File: config.mk
export PLATFORM = sky130hd
export DESIGN_NAME = csbu_top
export DESIGN_NICKNAME = d
export VERILOG_FILES = /design/src/csbu_pkg.sv /design/src/csbu_sub_flags.sv /design/src/csbu_top.sv
export SDC_FILE = /design/constraint.sdc
export NUM_CORES = 1
export LEC_CHECK = 0
export BUFFER_PORTS_ARGS = -buffer_cell sky130_fd_sc_hd__buf_2
export CAP_MARGIN = 20
export CORE_ASPECT_RATIO = 0.5
export CORE_MARGIN = 5
export CORE_UTILIZATION = 55
export DETAILED_ROUTE_END_ITERATION = 6
export GPL_ROUTABILITY_DRIVEN = 1
export GPL_TIMING_DRIVEN = 0
export HOLD_SLACK_MARGIN = 0.06
export PLACE_DENSITY = 0.83
export SLEW_MARGIN = 20
export SYNTH_ARGS = -nofsm -noshare
export SYNTH_HDL_FRONTEND = slang
export SYNTH_HIERARCHICAL = 1
export SYNTH_SLANG_ARGS = --single-unit
export TNS_END_PERCENT = 20
File: constraint.sdc
create_clock -name clk -period 5.95 [get_ports clk]
set_input_delay 0.595 -clock clk [delete_from_list [all_inputs] [get_ports clk]]
set_output_delay 0.595 -clock clk [all_outputs]
set_load 0.01 [all_outputs]
File: src/csbu_pkg.sv
// shared constants and types for the compare, skip and branch unit
package csbu_pkg;

	// status flag bit positions
	localparam int FLAG_C       = 0;            // carry
	localparam int FLAG_Z       = 1;            // zero
	localparam int FLAG_N       = 2;            // negative
	localparam int FLAG_V       = 3;            // two's complement overflow
	localparam int FLAG_H       = 5;            // half carry

	// widths
	localparam int DATA_W       = 8;            // register and immediate width
	localparam int STATUS_FLAGS_REGISTER_W       = 8;            // status flags register width
	localparam int BIT_SEL_W    = 3;            // bit select width
	localparam int OFS_W        = 7;            // signed branch offset width
	localparam int HALF_BIT     = 3;            // bit feeding the half carry
	localparam int PC_W_DEF     = 16;           // default program counter width

	// program counter steps
	localparam int SKIP_ONE_WORD = 2;           // skip over a one-word instruction
	localparam int SKIP_TWO_WORD = 3;           // skip over a two-word instruction
	localparam int BRANCH_STEP   = 1;           // added on top of the offset

	// reset value of the flags copy driven out
	localparam logic [7:0] STATUS_FLAGS_REGISTER_RST = 8'h00;

	// operations handed over by the decoder
	typedef enum logic [3:0] {
		CSBU_OP_NONE                  = 4'h0,
		CSBU_OP_REGISTER_COMPARE      = 4'h1,
		CSBU_OP_COMPARE_WITH_BORROW   = 4'h2,
		CSBU_OP_IMMEDIATE_COMPARE     = 4'h3,
		CSBU_OP_COMPARE_SKIP_EQUAL    = 4'h4,
		CSBU_OP_SKIP_REG_BIT_CLEAR    = 4'h5,
		CSBU_OP_SKIP_REG_BIT_SET      = 4'h6,
		CSBU_OP_SKIP_IO_BIT_CLEAR     = 4'h7,
		CSBU_OP_SKIP_IO_BIT_SET       = 4'h8,
		CSBU_OP_BRANCH_FLAG_SET       = 4'h9,
		CSBU_OP_BRANCH_FLAG_CLEAR     = 4'ha,
		CSBU_OP_BRANCH_ON_EQUAL       = 4'hb,
		CSBU_OP_BRANCH_ON_UNEQUAL     = 4'hc,
		CSBU_OP_BRANCH_ON_CARRY       = 4'hd,
		CSBU_OP_BRANCH_SAME_OR_HIGHER = 4'he
	} csbu_op_e;

	// sequencer states, gray coded along idle, hold_a, hold_last
	typedef enum logic [1:0] {
		CSBU_ST_IDLE      = 2'h0,
		CSBU_ST_HOLD_A    = 2'h1,
		CSBU_ST_HOLD_LAST = 2'h3
	} csbu_state_e;

endpackage : csbu_pkg

File: src/csbu_sub_flags.sv
// subtractor that derives compare flags without producing a result
module csbu_sub_flags
	import csbu_pkg::*;
#(
	parameter int W = DATA_W                    // operand width
)
(
	input  wire logic [W-1:0] a_val,            // minuend
	input  wire logic [W-1:0] b_val,            // subtrahend
	input  wire logic         borrow_in,        // borrow taken from carry
	input  wire logic         zero_chain,       // keep prior zero into result
	input  wire logic         zero_prev,        // prior zero flag
	output logic              c_flag,           // borrow out
	output logic              z_flag,           // zero
	output logic              n_flag,           // negative
	output logic              v_flag,           // overflow
	output logic              h_flag            // half borrow
);

	logic [W-1:0] diff;                         // discarded difference

	// plain difference, wraps on purpose
	always_comb
	begin
		diff = a_val - b_val - {{(W-1){1'b0}}, borrow_in};
	end

	// flag equations of a subtract
	always_comb
	begin
		c_flag = (~a_val[W-1] & b_val[W-1]) | (b_val[W-1] & diff[W-1]) | (diff[W-1] & ~a_val[W-1]);
		h_flag = (~a_val[HALF_BIT] & b_val[HALF_BIT]) | (b_val[HALF_BIT] & diff[HALF_BIT])
			| (diff[HALF_BIT] & ~a_val[HALF_BIT]);
		v_flag = (a_val[W-1] & ~b_val[W-1] & ~diff[W-1]) | (~a_val[W-1] & b_val[W-1] & diff[W-1]);
		n_flag = diff[W-1];
		// chained zero lets multi-byte compares stay zero only if all bytes were
		z_flag = (diff == '0) & (~zero_chain | zero_prev);
	end

endmodule : csbu_sub_flags

File: src/csbu_top.sv
// compare, skip and conditional branch execution unit
// Behaviour
// - register compare sets flags, writes no result
// - immediate compare sets flags, register untouched
// - equal registers skip via pc plus 2/3
// - compare skip takes 1, 2 or 3 cycles
// - register bit clear skips next instruction
// - register bit set skips next instruction
// - io bit clear skips next instruction
// - io bit set skips next instruction
// - branch when selected flag is one
// - branch when selected flag is zero
// - branch on equal when zero set
// - branch on unequal when zero clear
// - branch on carry when carry set
// - branch same or higher when carry clear
module csbu_top
	import csbu_pkg::*;
#(
	parameter int PC_W = PC_W_DEF               // program counter width in words
)
(
	input  wire logic                 clk,           // core clock
	input  wire logic                 resetn,        // synchronous reset, low active
	input  wire logic                 op_valid,      // decoder presents an operation
	input  wire csbu_op_e             op_code,       // operation to execute
	input  wire logic [DATA_W-1:0]    rd_val,        // destination register value
	input  wire logic [DATA_W-1:0]    rr_val,        // source register value
	input  wire logic [DATA_W-1:0]    imm_val,       // embedded constant
	input  wire logic [DATA_W-1:0]    io_val,        // io register value
	input  wire logic [BIT_SEL_W-1:0] bit_sel,       // bit tested by skips
	input  wire logic [BIT_SEL_W-1:0] flag_sel,      // flag tested by branches
	input  wire logic [OFS_W-1:0]     branch_ofs,    // signed relative offset
	input  wire logic [PC_W-1:0]      pc_cur,        // address of this instruction
	input  wire logic                 next_two_word, // following instruction is two words
	input  wire logic [STATUS_FLAGS_REGISTER_W-1:0]    status_flags_register_in,       // current status flags register
	output logic                      busy,          // unit is holding extra cycles
	output logic                      done,          // operation completed, pulse
	output logic [STATUS_FLAGS_REGISTER_W-1:0]         status_flags_register_out,      // new status flags register
	output logic                      status_flags_register_we,       // write strobe for flags, pulse
	output logic [PC_W-1:0]           pc_out,        // program counter target
	output logic                      pc_load        // load strobe for pc, pulse
);

	// operation class decoders, used by logic and checks
	function automatic logic is_cmp(input csbu_op_e op);
		is_cmp = (op == CSBU_OP_REGISTER_COMPARE) | (op == CSBU_OP_COMPARE_WITH_BORROW)
			| (op == CSBU_OP_IMMEDIATE_COMPARE);
	endfunction : is_cmp

	function automatic logic is_skip(input csbu_op_e op);
		is_skip = (op >= CSBU_OP_COMPARE_SKIP_EQUAL) & (op <= CSBU_OP_SKIP_IO_BIT_SET);
	endfunction : is_skip

	function automatic logic is_branch(input csbu_op_e op);
		is_branch = (op >= CSBU_OP_BRANCH_FLAG_SET) & (op <= CSBU_OP_BRANCH_SAME_OR_HIGHER);
	endfunction : is_branch

	csbu_state_e     state_q;               // sequencer state
	csbu_state_e     state_d;               // sequencer next state
	logic            accept;                // operation taken this cycle
	logic            skip_now;              // skip condition met
	logic            take_branch;           // branch condition met
	logic [DATA_W-1:0] cmp_b;               // compare subtrahend
	logic            cmp_borrow;            // carry used as borrow
	logic            sub_c;                 // subtract carry
	logic            sub_z;                 // subtract zero
	logic            sub_n;                 // subtract negative
	logic            sub_v;                 // subtract overflow
	logic            sub_h;                 // subtract half carry
	logic [PC_W-1:0] branch_target;         // pc plus offset plus one
	logic [PC_W-1:0] skip_target;           // pc plus two or three
	logic [PC_W-1:0] pend_pc_q;             // skip target held during extra cycles
	logic [STATUS_FLAGS_REGISTER_W-1:0] status_flags_register_q;              // registered flags out
	logic            status_flags_register_we_q;             // registered flag strobe
	logic [PC_W-1:0] pc_q;                  // registered pc target
	logic            pc_load_q;             // registered pc strobe
	logic            done_q;                // registered completion

	// a new operation is only taken while idle
	always_comb
	begin
		accept = op_valid & (state_q == CSBU_ST_IDLE);
	end

	// compare operand selection
	always_comb
	begin
		cmp_b      = (op_code == CSBU_OP_IMMEDIATE_COMPARE) ? imm_val : rr_val;
		cmp_borrow = (op_code == CSBU_OP_COMPARE_WITH_BORROW) & status_flags_register_in[FLAG_C];
	end

	// only the borrow compare chains zero, so a long compare tests all bytes
	csbu_sub_flags #(
		.W          (DATA_W)
	) u_sub (
		.a_val      (rd_val),
		.b_val      (cmp_b),
		.borrow_in  (cmp_borrow),
		.zero_chain (op_code == CSBU_OP_COMPARE_WITH_BORROW),
		.zero_prev  (status_flags_register_in[FLAG_Z]),
		.c_flag     (sub_c),
		.z_flag     (sub_z),
		.n_flag     (sub_n),
		.v_flag     (sub_v),
		.h_flag     (sub_h)
	);

	// skip condition per operation
	always_comb
	begin
		case (op_code)
			CSBU_OP_COMPARE_SKIP_EQUAL: skip_now = (rd_val == rr_val);
			CSBU_OP_SKIP_REG_BIT_CLEAR: skip_now = ~rr_val[bit_sel];
			CSBU_OP_SKIP_REG_BIT_SET:   skip_now = rr_val[bit_sel];
			CSBU_OP_SKIP_IO_BIT_CLEAR:  skip_now = ~io_val[bit_sel];
			CSBU_OP_SKIP_IO_BIT_SET:    skip_now = io_val[bit_sel];
			default:                    skip_now = 1'b0;                    // not a skip
		endcase
	end

	// branch condition per operation
	always_comb
	begin
		case (op_code)
			CSBU_OP_BRANCH_FLAG_SET:       take_branch = status_flags_register_in[flag_sel];
			CSBU_OP_BRANCH_FLAG_CLEAR:     take_branch = ~status_flags_register_in[flag_sel];
			CSBU_OP_BRANCH_ON_EQUAL:       take_branch = status_flags_register_in[FLAG_Z];
			CSBU_OP_BRANCH_ON_UNEQUAL:     take_branch = ~status_flags_register_in[FLAG_Z];
			CSBU_OP_BRANCH_ON_CARRY:       take_branch = status_flags_register_in[FLAG_C];
			CSBU_OP_BRANCH_SAME_OR_HIGHER: take_branch = ~status_flags_register_in[FLAG_C];
			default:                       take_branch = 1'b0;                // not a branch
		endcase
	end

	// targets; the offset is sign extended so backward branches wrap correctly
	always_comb
	begin
		branch_target = pc_cur + {{(PC_W-OFS_W){branch_ofs[OFS_W-1]}}, branch_ofs}
			+ PC_W'(BRANCH_STEP);
		skip_target   = pc_cur + (next_two_word ? PC_W'(SKIP_TWO_WORD)
			: PC_W'(SKIP_ONE_WORD));
	end

	// sequencer next state: extra cycles only for a skip that happens
	always_comb
	begin
		case (state_q)
			CSBU_ST_IDLE:
			begin
				if (accept & skip_now)
					state_d = next_two_word ? CSBU_ST_HOLD_A : CSBU_ST_HOLD_LAST;
				else
					state_d = CSBU_ST_IDLE;
			end
			CSBU_ST_HOLD_A:    state_d = CSBU_ST_HOLD_LAST;             // third cycle follows
			CSBU_ST_HOLD_LAST: state_d = CSBU_ST_IDLE;                  // finishing
			default:           state_d = CSBU_ST_IDLE;                  // unused code
		endcase
	end

	// sequencer state register
	always_ff @(posedge clk)
	begin
		if (!resetn)
			state_q <= CSBU_ST_IDLE;
		else
			state_q <= state_d;
	end

	// hold the skip target while the skipped words are discarded
	always_ff @(posedge clk)
	begin
		if (!resetn)
			pend_pc_q <= '0;
		else if (accept & skip_now)
			pend_pc_q <= skip_target;
	end

	// flag write only for compares; skips and branches leave flags alone
	always_ff @(posedge clk)
	begin
		if (!resetn)
		begin
			status_flags_register_q    <= STATUS_FLAGS_REGISTER_RST;
			status_flags_register_we_q <= 1'b0;
		end
		else
		begin
			status_flags_register_we_q <= accept & is_cmp(op_code);
			if (accept & is_cmp(op_code))
			begin
				status_flags_register_q         <= status_flags_register_in;                              // other flags kept
				status_flags_register_q[FLAG_C] <= sub_c;
				status_flags_register_q[FLAG_Z] <= sub_z;
				status_flags_register_q[FLAG_N] <= sub_n;
				status_flags_register_q[FLAG_V] <= sub_v;
				status_flags_register_q[FLAG_H] <= sub_h;
			end
		end
	end

	// pc load: branches at once, skips when the last extra cycle ends
	always_ff @(posedge clk)
	begin
		if (!resetn)
		begin
			pc_q      <= '0;
			pc_load_q <= 1'b0;
		end
		else if (accept & is_branch(op_code) & take_branch)
		begin
			pc_q      <= branch_target;
			pc_load_q <= 1'b1;
		end
		else if (state_q == CSBU_ST_HOLD_LAST)
		begin
			pc_q      <= pend_pc_q;
			pc_load_q <= 1'b1;
		end
		else
			pc_load_q <= 1'b0;                                          // sequential flow
	end

	// completion pulse
	always_ff @(posedge clk)
	begin
		if (!resetn)
			done_q <= 1'b0;
		else
			done_q <= (accept & ~skip_now) | (state_q == CSBU_ST_HOLD_LAST);
	end

	// outputs; busy is decoded from the registered state, so it rises the cycle after a skip is accepted
	assign busy     = (state_q != CSBU_ST_IDLE);
	assign done     = done_q;
	assign status_flags_register_out = status_flags_register_q;
	assign status_flags_register_we  = status_flags_register_we_q;
	assign pc_out   = pc_q;
	assign pc_load  = pc_load_q;
endmodule : csbu_top

# After elaboration in Yosys (flattened, before gate mapping)

Index checks and enable logic that the tools add are counted.

Flip-flop bits (word level): 45
Bits of input ports: 77
Output and inout port bits: 28
Logic and storage cells: 92

Add/sub/neg operators: 5
Order comparisons: 4
Equality and inequality tests: 17
Mux-type cells: 17
Bitwise operators: 38
Reductions and logical operators: 4

Operator list:

| operator                                                    | number |
|---|---|
| 2-to-1 mux 16 bit                                           | 2 |
| equality test 4 bit (second input constant)                 | 7 |
| AND 1 bit                                                   | 18 |
| adder 16 x 1 -> 16 bit (second input constant)              | 1 |
| adder 16 bit                                                | 1 |
| adder 16 x 2 -> 16 bit                                      | 1 |
| equality test 4 x 3 -> 1 bit (second input constant)        | 4 |
| NOT 1 bit                                                   | 11 |
| binary-select mux 1 bit (select 3 bit)                      | 3 |
| OR 1 bit                                                    | 9 |
| equality test 4 x 2 -> 1 bit (second input constant)        | 2 |
| equality test 8 bit                                         | 1 |
| zero test 8 bit                                             | 1 |
| less-than comparator 3 x 4 -> 1 bit (second input constant) | 2 |
| 2-to-1 mux 8 bit                                            | 1 |
| subtractor 8 x 1 -> 8 bit                                   | 1 |
| subtractor 8 bit                                            | 1 |
| 2-to-1 mux 1 bit                                            | 6 |
| case mux 1 bit (6 select lines)                             | 1 |
| case mux 1 bit (5 select lines)                             | 1 |
| equality test 4 x 1 -> 1 bit (second input constant)        | 1 |
| greater-or-equal comparator 4 bit (second input constant)   | 1 |
| <= comparator 4 bit (second input constant)                 | 1 |
| 2-to-1 mux 2 bit                                            | 2 |
| 5 further kinds                                             | 6 |

# Longest topological paths before layout

Gate-level depths: netlist of the first run.

Word-level depth: 7
Gate-level depth with buffers: 15
Mapped depth without buffers: 15

# By module

Netlist of the first run, hierarchy kept.

Modules (own cells, without submodules):

| module         | times used | cells an instance | area each (µm²) | seq. area each (µm²) |
|---|---|---|---|---|
| csbu_top       | 1          | 392               | 3291.9          | 900.9 |
| csbu_sub_flags | 1          | 75                | 560.5           | 0.0 |

# Least setup slack after synthesis of the first run

OpenSTA, ideal clock, no wires.

Path type: in2reg
Start point: input port op_code[1]
End point: register status_flags_register_q[3] (netlist: status_flags_register_out[3])
Library setup time: 0.128 ns
Arrival time: 3.464 ns
Data required time: 5.822 ns
Setup slack: 2.358 ns
Cell stages on the path: 14
Path buffers: 2
Cells stage by stage: clkbuf_1 -> and3_1 -> clkbuf_1 -> mux2_2 -> ha_1 -> inv_1 -> ha_1 -> nand4_1 -> a21oi_2 -> a2111oi_4 -> xnor2_1 -> mux2_4 -> mux2i_1 -> nor2_1

Word-level cells in the longest chain between the ends: 7
Elaborated cells between the ends (all ways): 17
Those cells by class: 2 x add/sub; 3 x eq/ne; 1 x mux; 11 x bitwise

RTL lines:

| what                             | RTL line             | text |
|---|---|---|
| start, declared                  | csbu_top.sv:26       | `input wire csbu_op_e op_code,` |
| equality test 4 x 2 -> 1 bit (*) | csbu_top.sv:89       | `cmp_b = (op_code == CSBU_OP_IMMEDIATE_COMPARE) ? imm_val : rr_val;` |
| 2-to-1 mux 8 bit (*)             | csbu_top.sv:89       |  |
| via cmp_b[3]                     | csbu_top.sv:64       | `logic [DATA_W-1:0] cmp_b;` |
| subtractor 8 bit (*)             | csbu_sub_flags.sv:25 | `diff = a_val - b_val - {{(W-1){1'b0}}, borrow_in};` |
| subtractor 8 x 1 -> 8 bit (*)    | csbu_sub_flags.sv:25 |  |
| via sub_n                        | csbu_top.sv:68       | `logic sub_n;` |
| NOT 1 bit                        | csbu_sub_flags.sv:34 | `v_flag = (a_val[W-1] & ~b_val[W-1] & ~diff[W-1]) \| (~a_val[W-1] & b_val[W-1] & diff[W-1]);` |
| AND 1 bit                        | csbu_sub_flags.sv:34 |  |
| OR 1 bit (*)                     | csbu_sub_flags.sv:34 |  |
| via sub_v                        | csbu_top.sv:69       | `logic sub_v;` |
| end signal, assigned             | csbu_top.sv:193      | `status_flags_register_q <= status_flags_register_in;` |
| end signal, assigned by index    | csbu_top.sv:194      | `status_flags_register_q[FLAG_C] <= sub_c;` |
| end signal, assigned by index    | csbu_top.sv:195      | `status_flags_register_q[FLAG_Z] <= sub_z;` |
| end, declared                    | csbu_top.sv:74       | `logic [STATUS_FLAGS_REGISTER_W-1:0] status_flags_register_q;` |

The timed path passes the listed nets; every way through them passes the cells marked *.
A chain may end at the register's enable or synchronous reset.

# Worst setup path after layout of the first run

Same ends and word-level chain as after synthesis.

==> results by group, run 1 <==
Run status
  • Status: finished clean

Global route
  • GR Util All Layers: 23.2%
  • Total grt overflow: 0
  • Vias in the first global route: 3806
  • First-pass GRT wire length: 17.2 mm
  • Initial antenna violation count: 0
  • Largest net degree at the start of global routing: 15

Yosys
  • Synth Register Bits: 45
  • Xor/xnor share of the synthesized area: 9.78%
  • Synth Area in Compound Gates: 18.6%
  • Yosys warnings: 6
  • Synth Instances: 467
  • Synth Flop Type: dfxtp_1
  • Synth Cell Area: 0.00385 sq mm
  • Simple-gate share of the synthesized area: 20.2%
  • Mean post-synth cell area: 8.25 sq um
  • Syn nets: 578
  • Mux contribution to synthesized area: 10.8%
  • Distinct cells, synth: 60
  • Main combinational cell family by area after synthesis: simple AND/OR/NAND/NOR gates
  • Register area share after synthesis: 23.4%
  • Adder-cell share of the synthesized area: 11.6%
  • EDFF count, synth: 0
  • Ys async rst share: 0%

Die
  • Die height: 69.2 microns
  • # IOs: 105
  • Placement Rows: 21
  • Core ar.: 0.00675 sq mm
  • Starting Density: 57.1%
  • Die width: 128 microns
  • DIE AREA: 0.00888 sq mm

Clocking
  • CTS Sinks: 45
  • H-tree Lvls: 2
  • CTS clk-pin slew, worst paths: 70 ps
  • Cts repair resizes: 0
  • CTS Buffer Depth: 2
  • TritonCTS buffer count: 5
  • Post-CTS setup buffer count: 0
  • Clk root buf: clkbuf_16
  • Hold_buf cts: 0
  • CTS tree: done
  • Clock latency at the later pin of the worst-skew pair: 290 ps

Detailed routing
  • Post-DRT Antenna Nets: 0
  • Total wire length: 10.5 mm
  • Pre-Repair DR Iteration Count: 5
  • Residual DRC: 0
  • Starting DRT DRC Count: 254
  • Wire per inst: 15.7 microns
  • Via count: 3887
  • Vias per inst: 5.82

Worst hold path
  • HP Class: reg2reg

Timing
  • Measured slew at the worst slew-check pin: 913 ps
  • Worst slew margin: 38.8%
  • Hold Vio Cnt, Final: 0
  • Setup TNS: 0 ps
  • Max Slew Vio Count: 0
  • Final Setup Violations: 0
  • RSZ-0062 raised after global routing: false
  • Min Tclk post-route: 3710 ps
  • Final period util: 62.3%
  • Clock Skews: 10.3 ps
  • FMAX: 0.270 GHz

Setup path
  • Worst EP arrival: 3860 ps
  • Worst setup SP type: input port
  • CP max stage cell: mux2_2
  • CP required: 6110 ps
  • CP cell instances: clkbuf_1, and3_1, clkbuf_1, mux2_2, ha_1, inv_1, ha_1, nand4_1, a21oi_2, a2111oi_4, xnor2_1, mux2_4, mux2i_1, nor2_1
  • Setup CP Type: in2reg
  • Largest fanout on the critical path: 10
  • CP Capture Type: register
  • CP max stage delay: 410 ps

Final layout
  • Design area: 0.00464 sq mm
  • Final core utilization: 68.7%
  • ANT cells: 0
  • Nets@finish: 686
  • Area Overhead vs Synth: 20.5%
  • Fin cells: 668
  • Layout cells sized above 1: 23.1%

Run
  • Max Cap Violations: 0

Power
  • Pwr/cell area: 205 mW/mm^2
  • Max VDD drop: 126 uV
  • Leakage: 0.00220 uW

Place
  • Placed Instance Area: 0.00447 sq mm
  • DPL Wire Length: 8.41 mm
  • Gpl congestion: 0.926
  • Port bufs: 101
  • Placed Instances: 660
-- cell usage after synthesis (6+ instances only) --
cell type,count,area [sq um]
nand2_1,63,236
dfxtp_1,45,901
inv_1,32,120
ha_1,31,388
nor2_1,29,109
xnor2_1,29,254
a21oi_1,27,135
o21ai_0,20,100
nand3_1,18,90.1
clkbuf_1,14,52.6
mux2i_1,14,140
nand4_1,14,87.6
xor2_1,14,123
a211oi_1,12,90.1
mux2_2,10,113
o211a_1,7,70.1
and3_1,6,37.5
-- critical path, delay by kind of cell --
kind	cells	cell delay [ps]
simple gates	3	400
compound gates	2	400
buf+inv	3	710
xor+xnor	1	240
fa+ha+maj	2	630
mux	3	860
-- path summary, 6_finish.rpt --
kind	startpoint	slack, ps	cells past startpoint	to
max	op_code[1]	2240	14	status_flags_register_out[3]
min	pend_pc_q[11]	460	2	pend_pc_q[11]
max reg2reg	state_q[1]	3420	6	pc_out[15]
min reg2reg	pend_pc_q[11]	460	2	pend_pc_q[11]
-- sequential cells by signal (all words and copies together), names as in the netlist --
register,count
done,1
pc_load,1
pc_out,16
pend_pc_q,16
state_q,2
status_flags_register_out,8
status_flags_register_we,1
-- cells in the final DEF (no fill, tap or decap), types with 3 or more instances in the layout --
cell type	netlist	layout
and3_1	6	6
clkbuf_16	0	5
ha_1	31	31
nor3_1	5	5
xor2_1	14	14
fa_1	3	3
mux2i_1	14	14
dfxtp_1	45	45
nand3_1	18	18
or4_1	3	3
o211a_1	7	7
inv_1	32	32
nand4_1	14	14
clkbuf_1	14	15
nand2_1	63	63
or3_1	3	3
xnor2_1	29	29
a211oi_1	12	12
a21oi_1	27	27
mux4_1	4	4
o21ai_0	20	20
mux2_2	10	10
and2_1	4	4
a2bb2oi_1	3	3
buf_2	2	103
a311oi_1	4	4
o21a_1	4	4
o21bai_1	3	3
nor2_1	29	29
-- report_power, final --
part | total (uW) | internal (uW) | leakage (uW) | switching (uW)
Sequential | 324 | 316 | 0.000365 | 7.85
Clock | 321 | 199 | 0.0000810 | 122
Combinational | 308 | 138 | 0.00175 | 170
-- cells by family (layout without fill, tap and decap cells) --
family                   Yosys count  count (layout)
adder cells (fa/ha/maj)           34              34
AO/OA/AOI/OAI                    101             101
flip-flops                        45              45
multiplexers                      31              31
XOR/XNOR                          43              43
AND/OR/NAND/NOR                  161             161
buffers and inverters             52             161
-- metrics by stage --
stage | total power (uW) | hold slack [ps] | setup slack (ps)
after detailed placement | 634 | 451 | 2010
final | 953 | 462 | 2240
after CTS | 953 | 460 | 2290
after global placement | 627 | 446 | 2050
after floorplan | 539 | 436 | 2360
after global routing | 1010 | 472 | 2030
-- layout make-up --
cell class | instances | area [sq um]
clock inverters | 2 | 38.8
clock buffers | 6 | 129
fillers | 551 | 2110
well taps | 92 | 115
plain buffers | 19 | 88.8
flip-flops and latches | 45 | 901
repair buffers | 101 | 505
multi-input cells | 370 | 2740
inverters | 33 | 124
-- routing by layer --
| metal | vias up | GRT usage (%) | share of wire [%] |
|---|---|---|---|
| li1 | 1903 | - | - |
| met1 | 1817 | 30.2 | 44 |
| met2 | 152 | 39.5 | 48 |
| met3 | 15 | 4.54 | 7.0 |
| met4 | 0 | 5.18 | 1.0 |
| met5 | - | 0 | 0 |
Note: power is estimated with default switching activity, not from simulation.
==> run 2: changes to the inputs <==
--- a/config.mk
+++ b/config.mk
@@ -5,16 +5,17 @@
 export SDC_FILE = /design/constraint.sdc
 export NUM_CORES = 1
 export LEC_CHECK = 0
+export ABC_AREA = 1
 export BUFFER_PORTS_ARGS = -buffer_cell sky130_fd_sc_hd__buf_2
 export CAP_MARGIN = 20
 export CORE_ASPECT_RATIO = 0.5
 export CORE_MARGIN = 5
-export CORE_UTILIZATION = 55
+export CORE_UTILIZATION = 50
 export DETAILED_ROUTE_END_ITERATION = 6
 export GPL_ROUTABILITY_DRIVEN = 1
 export GPL_TIMING_DRIVEN = 0
 export HOLD_SLACK_MARGIN = 0.06
-export PLACE_DENSITY = 0.83
+export PLACE_DENSITY = 0.78
 export SLEW_MARGIN = 20
 export SYNTH_ARGS = -nofsm -noshare
 export SYNTH_HDL_FRONTEND = slang
==> constraint.sdc (replaced) <==
create_clock -name clk -period 3 [get_ports clk]
set_input_delay 0.3 -clock clk [delete_from_list [all_inputs] [get_ports clk]]
set_output_delay 0.3 -clock clk [all_outputs]
set_load 0.01 [all_outputs]
==> run 2 against run 1 <==
- critical path depth grew 4
- highest routed layer unchanged
- critical path type unchanged
- first-iteration DRC count grew 52%
- sequential share of layout area decreased by 2.3 points
- combinational power increased by 120%
- design area increased by 13%
- worst setup slack got worse by 2000 ps
- global-route usage decreased by 0.15 points
- synthesized cell count up 64%
- clock-buffer cell count is 1 higher
==> results by group, run 2 <==
Run status
  • Status: finished clean

Global route
  • Largest net degree at the start of global routing: 14
  • Total grt overflow: 0
  • GR Util All Layers: 23.0%
  • Initial antenna violation count: 0
  • First-pass GRT wire length: 21.0 mm
  • Vias in the first global route: 4648

Yosys
  • Largest area contributor in the netlist: dfxtp_1
  • Most numerous cell in the Yosys netlist: nand2_1
  • Share of the synthesized area in the top cell type: 20.3%
  • Ys async rst share: 0%
  • Distinct cells, synth: 38
  • Syn nets: 877
  • Synth Cell Area: 0.00443 sq mm
  • Top post-synthesis cells by count: 236 x nand2_1, 132 x inv_1, 80 x nor2_1, 71 x nand3_1, 51 x a21oi_1
  • Synth Flop Type: dfxtp_1
  • Synth Instances: 766
  • Mean post-synth cell area: 5.79 sq um
  • EDFF count, synth: 0
  • Yosys warnings: 6
  • Largest cells by area after synthesis: dfxtp_1 20%, nand2_1 20%, inv_1 11%
  • Synth Register Bits: 45
  • Register area share after synthesis: 20.3%

Die
  • Starting Density: 51.1%
  • # IOs: 105
  • Core ar.: 0.00868 sq mm
  • Placement Rows: 24
  • Die height: 76.6 microns
  • Die width: 143 microns
  • DIE AREA: 0.0110 sq mm

Detailed routing
  • Residual DRC: 0
  • Post-DRT Antenna Nets: 0
  • Pre-Repair DR Iteration Count: 5
  • Via count: 5002
  • Wire per inst: 12.7 microns
  • Starting DRT DRC Count: 386
  • Total wire length: 12.6 mm
  • Vias per inst: 5.04

Final layout
  • Design area: 0.00527 sq mm
  • Fill count: 873
  • Final core utilization: 60.7%
  • Footprint of the multi-input gates: 0.00291 sq mm
  • Register area: 901 sq um
  • Commonest non-fill, non-tap cell in the layout: nand2_1
  • Layout cells sized above 1: 16.0%
  • Nets@finish: 986
  • Most frequent cells in the layout: 236 x nand2_1, 132 x inv_1, 104 x buf_2
  • Area Overhead vs Synth: 18.7%
  • ANT cells: 0

Clocking
  • H-tree Lvls: 2
  • Hold_buf cts: 0
  • CTS clk-pin slew, worst paths: 60 ps
  • CTS Buffer Depth: 2
  • Post-CTS setup buffer count: 0
  • TritonCTS buffer count: 5
  • Clock latency at the later pin of the worst-skew pair: 290 ps
  • CTS tree: done
  • Clk root buf: clkbuf_16
  • CTS Sinks: 45

Place
  • Gpl congestion: 0.947
  • Placed Instance Area: 0.00509 sq mm
  • Pre-CTS setup slack: -64.2 ps
  • Port bufs: 102
  • DPL Wire Length: 10.4 mm

Worst hold path
  • HP Class: in2reg

Power
  • Leakage: 0.00303 uW
  • Max VDD drop: 213 uV
  • Pwr/cell area: 374 mW/mm^2

Timing
  • Worst slew margin: 60.8%
  • Clock Skews: 3.78 ps
  • RSZ-0062 raised after global routing: false
  • Max Slew Vio Count: 0
  • Final Setup Violations: 0
  • Min Tclk post-route: 2720 ps
  • Measured slew at the worst slew-check pin: 587 ps
  • Hold Vio Cnt, Final: 0
  • FMAX: 0.368 GHz
  • Setup ws final: 282 ps
  • WHS: 286 ps
  • Final period util: 90.6%

Setup path
  • Setup CP Type: in2reg
  • CP Capture Type: register
  • Worst R2R Setup Slack: 1340 ps
  • Worst EP arrival: 2900 ps
  • Worst setup SP type: input port
  • CP required: 3180 ps
  • Largest fanout on the critical path: 10

Run
  • Max Cap Violations: 0
-- run 2: path summary, 6_finish.rpt --
check / from / depth (start not counted) / endpoint
worst max-delay path: op_code[3] / 18 / status_flags_register_out[1]
worst min-delay path: status_flags_register_in[6] / 3 / status_flags_register_out[6]
worst max register to register: state_q[0] / 8 / status_flags_register_out[4]
worst min register to register: status_flags_register_out[3] / 2 / status_flags_register_out[3]
-- run 2: report_power, final --
part           total (uW)  internal [uW]  switching [uW]
clock network         644            416             228
logic                 679            257             422
registers             644            629            14.7
total                1970           1300             665
-- run 2: cells by family after synthesis --
logic type,count (synthesis),share of synthesized area [%]
compound gates,75,8.83
xor+xnor,27,5.33
fa+ha+maj,34,10.1
buf+inv,156,14.0
flops,45,20.3
simple gates,429,41.4
-- run 2: metrics by stage --
step | cells | TNS (ps) | power, uW
3_5_place_dp | 985 | -78.8 | 1330
2_1_floorplan | 766 | 0 | 1120
5_1_grt | 993 | 0 | 2100
3_3_place_gp | 985 | -28.0 | 1310
4_1_cts | 993 | 0 | 1960
6_report | 993 | 0 | 1970
-- run 2: worst max-delay path: stages --
cell	delay, ps
buf_2	110
nor2_1	200
nand2_1	210
clkbuf_2	230
a21oi_1	180
inv_1	70
fa_1	520
inv_1	50
ha_1	160
or2_2	290
nand2_1	90
nand3_1	70
nand2_1	60
nand2_1	50
nand2_1	70
nor2_2	40
o21ai_0	150
nor2_1	50
-- run 2: final cells by class --
type,instances,share of cell area (%)
Multi-Input combinational cell,565,55.3
Tap cell,117,2.78
Clock inverter,1,0.570
Clock buffer,7,2.71
Timing Repair Buffer,102,9.70
Buffer,18,1.92
Sequential cell,45,17.1
Inverter,138,9.89
-- run 2: layer usage --
metal,GRT usage (%),up-vias,routed length [microns]
met1,31.2,2213,5800
met3,2.88,22,818
li1,-,2601,-
met4,4.84,0,174
met2,39.0,166,5780
met5,0,-,0
-- run 2: repair_timing --
action,in CTS,in global routing
resized for setup,0,2
endpoints found under the hold margin,0,0
setup endpoints to repair,0,2
==> run 3: changes to the inputs <==
--- a/config.mk
+++ b/config.mk
@@ -6,16 +6,17 @@
 export NUM_CORES = 1
 export LEC_CHECK = 0
 export ABC_AREA = 1
+export ABC_CLOCK_PERIOD_IN_PS = 3100
 export BUFFER_PORTS_ARGS = -buffer_cell sky130_fd_sc_hd__buf_2
 export CAP_MARGIN = 20
 export CORE_ASPECT_RATIO = 0.5
 export CORE_MARGIN = 5
-export CORE_UTILIZATION = 50
+export CORE_UTILIZATION = 55
 export DETAILED_ROUTE_END_ITERATION = 6
 export GPL_ROUTABILITY_DRIVEN = 1
 export GPL_TIMING_DRIVEN = 0
 export HOLD_SLACK_MARGIN = 0.06
-export PLACE_DENSITY = 0.78
+export PLACE_DENSITY = 0.81
 export SLEW_MARGIN = 20
 export SYNTH_ARGS = -nofsm -noshare
 export SYNTH_HDL_FRONTEND = slang
==> constraint.sdc (replaced) <==
create_clock -name clk -period 3.1 [get_ports clk]
set_input_delay 0.31 -clock clk [delete_from_list [all_inputs] [get_ports clk]]
set_output_delay 0.31 -clock clk [all_outputs]
set_load 0.01 [all_outputs]
==> run 3 against run 2 <==
- final cell count fell by 0.60%
- die area fell by 8.2%
- sequential cell count did not move
- routed wire length fell by 1.1%
- register-to-register slack improved by 30 ps
- via count fell by 0.66%
- critical path depth did not move
- clock skew barely moved
- combinational power fell by 3.1%
- power fell by 4.9%
- design area fell by 0.36%
==> results by group, run 3 (synthesis gave the netlist of run 2 again) <==
Run status
  • Status: finished clean

Timing
  • Setup TNS: 0 ps
  • Final Setup Violations: 0
  • Setup ws final: 363 ps
  • WHS: 289 ps
  • Measured slew at the worst slew-check pin: 587 ps
  • Final period util: 88.3%
  • Min Tclk post-route: 2740 ps
  • FMAX: 0.365 GHz
  • Max Slew Vio Count: 0
  • Hold Vio Cnt, Final: 0
  • RSZ-0062 raised after global routing: false
  • Clock Skews: 4.14 ps
  • Worst slew margin: 60.9%

Place
  • Placed Instances: 980
  • Port bufs: 102
  • Pre-CTS setup slack: 22.0 ps
  • Gpl congestion: 0.920
  • DPL Wire Length: 10.2 mm

Power
  • Pwr/cell area: 357 mW/mm^2
  • Leakage: 0.00302 uW
  • Max VDD drop: 204 uV

Die
  • Core ar.: 0.00791 sq mm
  • # IOs: 105
  • Placement Rows: 23
  • Starting Density: 56.0%
  • Die height: 73.5 microns
  • DIE AREA: 0.0101 sq mm
  • Die width: 137 microns

Worst hold path
  • HP Class: in2reg

Clocking
  • CTS Buffer Depth: 2
  • TritonCTS buffer count: 5
  • CTS Sinks: 45
  • Clock latency at the later pin of the worst-skew pair: 290 ps
  • H-tree Lvls: 2
  • CTS tree: done
  • Post-CTS setup buffer count: 0
  • Clk root buf: clkbuf_16
  • CTS clk-pin slew, worst paths: 60 ps

Detailed routing
  • Pre-Repair DR Iteration Count: 5
  • Starting DRT DRC Count: 310
  • Wire per inst: 12.6 microns
  • Met3 WL: 990 microns
  • Post-DRT Antenna Nets: 0
  • Via count: 4969
  • Max Used Layer: met4
  • M1 WL: 5.52 mm
  • Total wire length: 12.4 mm
  • Residual DRC: 0
  • Vias per inst: 5.03
  • Routed wl met2: 5.65 mm

Final layout
  • Fin cells: 987
  • Most frequent cells in the layout: 236 x nand2_1, 132 x inv_1, 104 x buf_2
  • Footprint of the multi-input gates: 0.00291 sq mm
  • Register area: 901 sq um
  • Area Overhead vs Synth: 18.3%
  • Commonest non-fill, non-tap cell in the layout: nand2_1
  • Fill count: 767
  • Final core utilization: 66.3%
  • Nets@finish: 986
  • ANT cells: 0
  • Layout cells sized above 1: 16.0%

Run
  • Max Cap Violations: 0

Global route
  • Initial antenna violation count: 0
  • Vias in the first global route: 4647
  • Largest net degree at the start of global routing: 14
  • GR Util All Layers: 25.4%
  • First-pass GRT wire length: 20.6 mm
  • Total grt overflow: 0

Setup path
  • Worst R2R Setup Slack: 1370 ps
  • CP required: 3280 ps
  • CP Capture Type: register
  • Largest fanout on the critical path: 10
  • Setup CP Type: in2reg
  • Worst EP arrival: 2920 ps
  • Worst setup SP type: input port
[run 3: final cells by class]
type	instances	area share, %
sequential	45	17.2
clock inverter	2	0.668
buffer	18	1.93
timing repair buffer	102	9.73
clock buffer	5	2.38
inverter	138	9.92
tap	112	2.67
multi-input combinational	565	55.5
[run 3: layer usage]
layer | vias up | global-route usage (%)
met5 | - | 0
met4 | 0 | 6.19
met3 | 24 | 4.38
met2 | 171 | 44.2
met1 | 2175 | 33.1
li1 | 2599 | -
[run 3: final timing paths]
path | startpoint | end | depth (start not counted)
setup / recovery | op_code[3] | status_flags_register_out[1] | 18
hold / removal | status_flags_register_in[7] | status_flags_register_out[7] | 3
setup reg to reg | state_q[0] | status_flags_register_out[6] | 8
hold reg to reg | status_flags_register_out[0] | status_flags_register_out[0] | 2
[run 3: what timing repair did]
action,CTS,global route
endpoints found under the hold margin,0,0
gates resized for setup,0,2
hold buffers,0,0
endpoints found under the setup margin,0,1
[run 3: worst max-delay path, stage by stage]
cell and delay (ps):
buf_2 110, nor2_1 180, nand2_1 200, clkbuf_2 230
a21oi_1 170, inv_1 70, fa_1 550, inv_1 50
ha_1 160, or2_2 290, nand2_1 90, nand3_1 60
nand2_1 60, nand2_1 50, nand2_1 70, nor2_2 40
o21ai_0 160, nor2_1 60
[run 3: metrics by stage]
stage / instance area (sq um) / power, uW
floorplan: 4430 / 1080
global placement: 5080 / 1270
detailed placement: 5080 / 1290
CTS: 5250 / 1870
global route: 5250 / 2000
finish: 5250 / 1870
[run 3: report_power, final]
| group | switching (uW) | internal [uW] |
|---|---|---|
| Clock | 216 | 374 |
| Combinational | 409 | 249 |
| Sequential | 14.7 | 609 |
